**src/core/arb_diag_pkg.sv**
```systemverilog
// package: register map, bit positions, timing and state types for the arbiter diagnostics
package arb_diag_pkg;

  // ===========================================================
  // bus and map
  // ===========================================================
  localparam int         ADDR_W   = 10;
  localparam int         NREQ     = 4;
  // register indices; the byte address is four times the index
  localparam logic [7:0] IDX_CTRL = 8'h5c;
  localparam logic [7:0] IDX_DIAG = 8'h5e;
  localparam logic [7:0] IDX_MASK = 8'h62;
  localparam logic [7:0] IDX_TOST = 8'h63;

  // ===========================================================
  // field positions
  // ===========================================================
  localparam int DS_TOUT   = 0;
  localparam int DS_BUSY   = 1;
  localparam int DS_XARB   = 2;
  localparam int DS_HSW    = 5;
  localparam int DS_SERR   = 7;
  localparam int DS_MS0    = 8;
  localparam int DS_MS1    = 9;
  localparam int DS_PPRI   = 10;
  localparam int DS_PSEC   = 11;
  localparam int RM_REQ    = 0;
  localparam int RM_AUTO   = 6;
  localparam int DC_SERREN = 7;
  localparam int TS_REQ    = 0;

  // ===========================================================
  // timing and reset values
  // ===========================================================
  localparam int          TMO_CLKS = 16;
  localparam logic [4:0]  TMO_LAST = 5'(TMO_CLKS - 1);
  localparam logic [4:0]  CNT_ONE  = 5'h01;
  localparam logic [31:0] RD_NONE  = 32'h0000_0000;

  // ===========================================================
  // types
  // ===========================================================
  typedef struct packed {
    logic ms1;
    logic ms0;
    logic hsw;
    logic xarb;
  } pins_t;

  typedef struct packed {
    pins_t             sy1;
    pins_t             sy2;
    logic [NREQ-1:0]   mask;
    logic              auto_en;
    logic              serr_en;
    logic              psec;
    logic              ppri;
    logic              serr_flag;
    logic              to_flag;
    logic [NREQ-1:0]   to_stat;
    logic [NREQ-1:0]   gnt_q;
    logic [4:0]        cnt;
    logic              done;
    logic              serr;
    logic              ack;
    logic [31:0]       dat;
  } state_t;

endpackage : arb_diag_pkg

```
**src/core/arb_diag.sv**
```systemverilog
// module: secondary arbiter diagnostic status, request masking and grant timeout
`timescale 1ns/1ps
`default_nettype none

module arb_diag (
  // clock and reset
  input  wire logic                              clk_i,
  input  wire logic                              rst_i,
  // wishbone slave
  input  wire logic                              cyc_i,
  input  wire logic                              stb_i,
  input  wire logic                              we_i,
  input  wire logic [arb_diag_pkg::ADDR_W-1:0]   adr_i,
  input  wire logic [3:0]                        sel_i,
  input  wire logic [31:0]                       dat_i,
  output logic      [31:0]                       dat_o,
  output logic                                   ack_o,
  // device pins
  input  wire logic                              mode_select_one_pin_i,
  input  wire logic                              mode_select_zero_pin_i,
  input  wire logic                              secondary_multifunction_pin_i,
  input  wire logic                              ext_arb_enable_pin_i,
  // internal status
  input  wire logic                              eeprom_busy_i,
  input  wire logic                              sec_master_perr_i,
  input  wire logic                              pri_master_perr_i,
  // arbiter side
  input  wire logic                              request_line_zero_i,
  input  wire logic                              request_line_one_i,
  input  wire logic                              request_line_two_i,
  input  wire logic                              request_line_three_i,
  input  wire logic [arb_diag_pkg::NREQ-1:0]     grant_i,
  input  wire logic                              frame_active_i,
  output logic      [arb_diag_pkg::NREQ-1:0]     req_used_o,
  output logic                                   serr_o
);

  // ===========================================================
  // state
  // ===========================================================
  arb_diag_pkg::state_t          s_ff;
  arb_diag_pkg::state_t          nxt_s;
  arb_diag_pkg::pins_t           pins;
  logic [arb_diag_pkg::NREQ-1:0] req_lines;
  logic [7:0]                    idx;
  logic                          req;
  logic                          wr;
  logic                          tmo;
  logic [31:0]                   rdata;

  assign pins      = '{ms1: mode_select_one_pin_i, ms0: mode_select_zero_pin_i,
                       hsw: secondary_multifunction_pin_i, xarb: ext_arb_enable_pin_i};
  assign req_lines = {request_line_three_i, request_line_two_i,
                      request_line_one_i, request_line_zero_i};
  assign idx       = adr_i[arb_diag_pkg::ADDR_W-1:2];
  assign req       = cyc_i & stb_i;

  // ===========================================================
  // request masking
  // ===========================================================
  genvar gi;
  generate
    for (gi = 0; gi < arb_diag_pkg::NREQ; gi++) begin : g_req
      assign req_used_o[gi] = req_lines[gi] & ~s_ff.mask[gi];
    end
  endgenerate

  assign ack_o  = s_ff.ack;
  assign dat_o  = s_ff.dat;
  assign serr_o = s_ff.serr;

  // ===========================================================
  // next state
  // ===========================================================
  always_comb begin
    nxt_s     = s_ff;
    rdata     = arb_diag_pkg::RD_NONE;
    tmo       = 1'b0;
    // pins pass two flops before use
    nxt_s.sy1 = pins;
    nxt_s.sy2 = s_ff.sy1;

    // register read mux; unlisted bits stay zero
    unique case (idx)
      arb_diag_pkg::IDX_CTRL: begin
        rdata[arb_diag_pkg::DC_SERREN] = s_ff.serr_en;
      end
      arb_diag_pkg::IDX_DIAG: begin
        rdata[arb_diag_pkg::DS_PSEC] = s_ff.psec;
        rdata[arb_diag_pkg::DS_PPRI] = s_ff.ppri;
        rdata[arb_diag_pkg::DS_MS1]  = s_ff.sy2.ms1;
        rdata[arb_diag_pkg::DS_MS0]  = s_ff.sy2.ms0;
        rdata[arb_diag_pkg::DS_SERR] = s_ff.serr_flag;
        rdata[arb_diag_pkg::DS_HSW]  = s_ff.sy2.hsw;
        rdata[arb_diag_pkg::DS_XARB] = s_ff.sy2.xarb;
        rdata[arb_diag_pkg::DS_BUSY] = eeprom_busy_i;
        rdata[arb_diag_pkg::DS_TOUT] = s_ff.to_flag;
      end
      arb_diag_pkg::IDX_MASK: begin
        rdata[arb_diag_pkg::RM_REQ +: arb_diag_pkg::NREQ] = s_ff.mask;
        rdata[arb_diag_pkg::RM_AUTO] = s_ff.auto_en;
      end
      arb_diag_pkg::IDX_TOST: begin
        rdata[arb_diag_pkg::TS_REQ +: arb_diag_pkg::NREQ] = s_ff.to_stat;
      end
      default: begin
        rdata = arb_diag_pkg::RD_NONE;
      end
    endcase

    // one wait state, ack drops the cycle after it is given
    nxt_s.ack = req & ~s_ff.ack;
    if (req && !s_ff.ack) begin
      nxt_s.dat = rdata;
    end

    // writes take effect on the edge that sees ack
    wr = req & we_i & s_ff.ack;
    if (wr) begin
      unique case (idx)
        arb_diag_pkg::IDX_CTRL: begin
          if (sel_i[0]) begin
            nxt_s.serr_en = dat_i[arb_diag_pkg::DC_SERREN];
          end
        end
        arb_diag_pkg::IDX_DIAG: begin
          if (sel_i[1] && dat_i[arb_diag_pkg::DS_PSEC]) begin
            nxt_s.psec = 1'b0;
          end
          if (sel_i[1] && dat_i[arb_diag_pkg::DS_PPRI]) begin
            nxt_s.ppri = 1'b0;
          end
          if (sel_i[0] && dat_i[arb_diag_pkg::DS_SERR]) begin
            nxt_s.serr_flag = 1'b0;
          end
          if (sel_i[0] && dat_i[arb_diag_pkg::DS_TOUT]) begin
            nxt_s.to_flag = 1'b0;
          end
        end
        arb_diag_pkg::IDX_MASK: begin
          if (sel_i[0]) begin
            nxt_s.mask    = dat_i[arb_diag_pkg::RM_REQ +: arb_diag_pkg::NREQ];
            nxt_s.auto_en = dat_i[arb_diag_pkg::RM_AUTO];
          end
        end
        arb_diag_pkg::IDX_TOST: begin
          if (sel_i[0]) begin
            nxt_s.to_stat = s_ff.to_stat & ~dat_i[arb_diag_pkg::TS_REQ +: arb_diag_pkg::NREQ];
          end
        end
        default: begin
          nxt_s.to_stat = nxt_s.to_stat;
        end
      endcase
    end

    // grant timer
    // done holds the timer after frame or timeout, so one grant times out once
    nxt_s.gnt_q = grant_i;
    if (grant_i != s_ff.gnt_q) begin
      nxt_s.cnt  = arb_diag_pkg::CNT_ONE;
      nxt_s.done = frame_active_i;
    end else if (frame_active_i) begin
      nxt_s.done = 1'b1;
    end else if (|grant_i && !s_ff.done) begin
      nxt_s.cnt = 5'(s_ff.cnt + 5'h01);
      if (s_ff.cnt == arb_diag_pkg::TMO_LAST) begin
        tmo        = 1'b1;
        nxt_s.done = 1'b1;
      end
    end

    // events win over software clears
    if (sec_master_perr_i) begin
      nxt_s.psec = 1'b1;
    end
    if (pri_master_perr_i) begin
      nxt_s.ppri = 1'b1;
    end
    nxt_s.serr = tmo & s_ff.serr_en;
    if (tmo) begin
      nxt_s.to_flag = 1'b1;
      nxt_s.to_stat = nxt_s.to_stat | grant_i;
      if (s_ff.serr_en) begin
        nxt_s.serr_flag = 1'b1;
      end
      if (s_ff.auto_en) begin
        nxt_s.mask = nxt_s.mask | grant_i;
      end
    end
  end

  // ===========================================================
  // registers
  // ===========================================================
  always_ff @(posedge clk_i) begin
    if (rst_i) begin
      s_ff <= '0;
    end else begin
      s_ff <= nxt_s;
    end
  end

  logic rd_diag;
  logic rd_mask;
  assign rd_diag = ack_o && !we_i && idx == arb_diag_pkg::IDX_DIAG;
  assign rd_mask = ack_o && !we_i && idx == arb_diag_pkg::IDX_MASK;
endmodule : arb_diag

`default_nettype wire

```
**config.mk**
```make
export PLATFORM = sky130hd
export DESIGN_NAME = arb_diag
export DESIGN_NICKNAME = d
export VERILOG_FILES = /design/src/core/arb_diag_pkg.sv /design/src/core/arb_diag.sv
export SDC_FILE = /design/constraint.sdc
export NUM_CORES = 1
export LEC_CHECK = 0
export ABC_AREA = 1
export CAP_MARGIN = 20
export CORE_MARGIN = 8
export CORE_UTILIZATION = 42
export DETAILED_ROUTE_END_ITERATION = 16
export DONT_BUFFER_PORTS = 1
export SLEW_MARGIN = 20
export SYNTH_ARGS = -nofsm -noshare
export SYNTH_HDL_FRONTEND = slang
export SYNTH_SLANG_ARGS = --single-unit
```
**constraint.sdc**
```tcl
create_clock -name clk_i -period 2.72 [get_ports clk_i]
set_clock_uncertainty 0.15 [all_clocks]
set_input_delay 0.136 -clock clk_i [delete_from_list [all_inputs] [get_ports clk_i]]
set_output_delay 0.136 -clock clk_i [all_outputs]
set_load 0.05 [all_outputs]
```
==> qor.yml <==
status: "finished clean"
synth_top_area_share: 0.399
cts_resized: 0
crit_buf_inv: 4
yosysWarningCount: 0
fmax_mhz: 392
finalCritPeriodShare: 0.937
final_common_cell: "nand2_1"
synth-simple-area-share: 0.285
synth_top_family_by_area: "simple AND/OR/NAND/NOR gates"
dr.pass1.iters: 4
critPathLaunchType: "register"
area_growth_syn_to_layout_pct: 16.4
setup_violations: 0
mostFrequentLayoutCells: "62 x nand2_1, 45 x dfxtp_1, 39 x inv_1"
path_class: "reg2reg"
critPathRequiredTime_ns: 2.81
grt_max_degree: 32
clk_pin_slew_ns: 0.09
synth.area.top_cells: "dfxtp_1 40%, buf_4 11%, nand2_1 10%"
peakVddDrop_uv: 331
drive_above_1_share: 0.0824
synth_area_um2: 2260
die_h_um: 89.3
grt_pass1_wl_mm: 8.42
vias: 1868
die_w_um: 89.3
core_um2: 5140
crit_fanout: 8
slowest_stage: "dlygate4sd3_1"
synth_compound_area_frac: 0.0936
grt_pass1_vias: 1872
gr-usage-all-layers: 0.134
clock-root-buffer: "clkbuf_8"
ant_nets: 0
wirelength_mm: 5.13
initial_core_util: 0.439
tritoncts: "built"
drtIter0Drc: 101
drcViolationCount: 0
synthXorXnorAreaFrac: 0.0155
ios: 105
crit_family: "buffers and inverters"
worst_slew_pin_slew_ns: 0.914
cpMostUsedCell: "dlygate4sd3_1"
numCtsBuffers: 5
wl_per_cell_um: 12.5
setup_tns_ns: 0
seq_area_frac_synth: 0.399
placed_area_um2: 2170
synth_fa_ha_area_frac: 0.0111
critical_path.max_stage_delay_ns: 0.57
antennaDiodeCount: 0
yosysTopAreaCell: "dfxtp_1"
nets: 408
hold_class: "in2reg"
antenna_found_initial: 0
period_needed_ns: 2.55
slew_headroom: 0.388
hpwl_mm: 3.68
drv_slew: 0
cp-end-kind: "register"
port_buffers: 0
postLayoutCellArea_um2: 2630
cts.sinks: 45
htree_levels: 2
vias_per_cell: 4.56
dieArea_um2: 7980
arrival_ns: 2.64
synthDistinctLibCells: 29
hold_violations: 0
cap_violations: 0
clockBufferDepth: 2
rsz0062_at_grt: "false"
yosys_register_bits: 45
fillerInstances: 549
grt_overflow: 0
p_leak_nw: 1.14
crit_path_cell_trace: "buf_4 -> nand2_1 -> nor3_4 -> buf_12 -> nand3_1 -> dlygate4sd3_1 -> a21oi_1 -> dlygate4sd3_1"
std_cell_rows: 26
gp_congestion: 0.754
syn_area_per_cell_um2: 7.10
muxShareOfSynthArea: 0
worstSkewPairLatency_ns: 0.29
netlist_instances: 318
power.density_nw_per_um2: 564
logic make-up (layout without fill, tap and decap cells):
| kind of cell | count (synthesis) | after routing |
|---|---|---|
| AND/OR/NAND/NOR | 143 | 143 |
| buffers and inverters | 83 | 85 |
| flip-flops | 45 | 45 |
| AO/OA/AOI/OAI | 40 | 40 |
| XOR/XNOR | 4 | 4 |
| adder cells (fa/ha/maj) | 2 | 2 |
| other | 1 | 21 |
where the power goes:
| group | leakage [nW] | internal, mW | switching [mW] |
|---|---|---|---|
| Combinational | 0.703 | 0.0511 | 0.135 |
| Clock | 0.0681 | 0.365 | 0.217 |
| Sequential | 0.368 | 0.679 | 0.0353 |
flip-flops by register name (all words and copies together), names as in the netlist:
register,flops
ack_o,1
dat_o,11
nxt_s,4
s_ff,28
serr_o,1
routing by layer:
layer | wire length, um | track usage | vias to the layer above
met5 | 0 | 0 | -
met2 | 2300 | 0.213 | 53
met3 | 472 | 0.0450 | 4
met1 | 2310 | 0.166 | 821
met4 | 48 | 0.0423 | 0
li1 | - | - | 990
worst paths after layout:
kind | start | endpoint | slack [ns] | cells after the start
worst min-delay path | adr_i[5] | s_ff[52] | 0.008 | 4
worst max register to register | ack_o | s_ff[53] | 0.17 | 8
worst max-delay path | ack_o | s_ff[53] | 0.17 | 8
worst min register to register | nxt_s[60] | s_ff[60] | 0.26 | 2
cell usage after synthesis (all sizes together):
cell / count
nor3b: 1
nand4: 9
a211oi: 1
o21ai: 12
xnor2: 3
nand2: 65
inv: 43
nor3: 2
xor2: 1
buf: 35
a21oi: 25
o21a: 1
o211ai: 1
clkbuf: 5
nand3: 24
ha: 2
nor2b: 1
conb: 1
nor2: 41
dfxtp: 45
final cells by class:
cell class	count	area, um^2	share of cell area
sequential	45	901	0.343
clock inverter	3	65.1	0.0248
inverter	43	161	0.0614
clock buffer	5	68.8	0.0262
timing repair buffer	34	350	0.133
multi-input combinational	210	995	0.378
tap	70	87.6	0.0333
per-stage QoR:
stage | utilization | power [mW] | hold WS (ns) | worst slack [ns] | instances
finish | 0.511 | 1.48 | 0.00846 | 0.172 | 410
global route | 0.511 | 1.55 | 0.0172 | 0.0730 | 410
CTS | 0.506 | 1.50 | 0.00706 | 0.158 | 408
detailed placement | 0.422 | 0.875 | 0.0564 | 1.06 | 371
global placement | 0.422 | 0.874 | 0.0553 | 1.08 | 371
floorplan | - | 0.899 | 0.0930 | 1.03 | 338
worst register-to-register path: stages, from the launching register on:
cell and delay, ns:
dfxtp_1 0.31, buf_4 0.20, nand2_1 0.12, nor3_4 0.23
buf_12 0.15, nand3_1 0.07, dlygate4sd3_1 0.57, a21oi_1 0.14
dlygate4sd3_1 0.56
timing repair:
| action | in CTS | in global routing |
|---|---|---|
| endpoints found under the setup margin | 0 | 1 |
| endpoints found under the hold margin | 33 | 0 |
| hold buffers | 29 | 0 |
| setup buffers | 0 | 2 |
No activity file was read; power rests on OpenSTA's default activity.
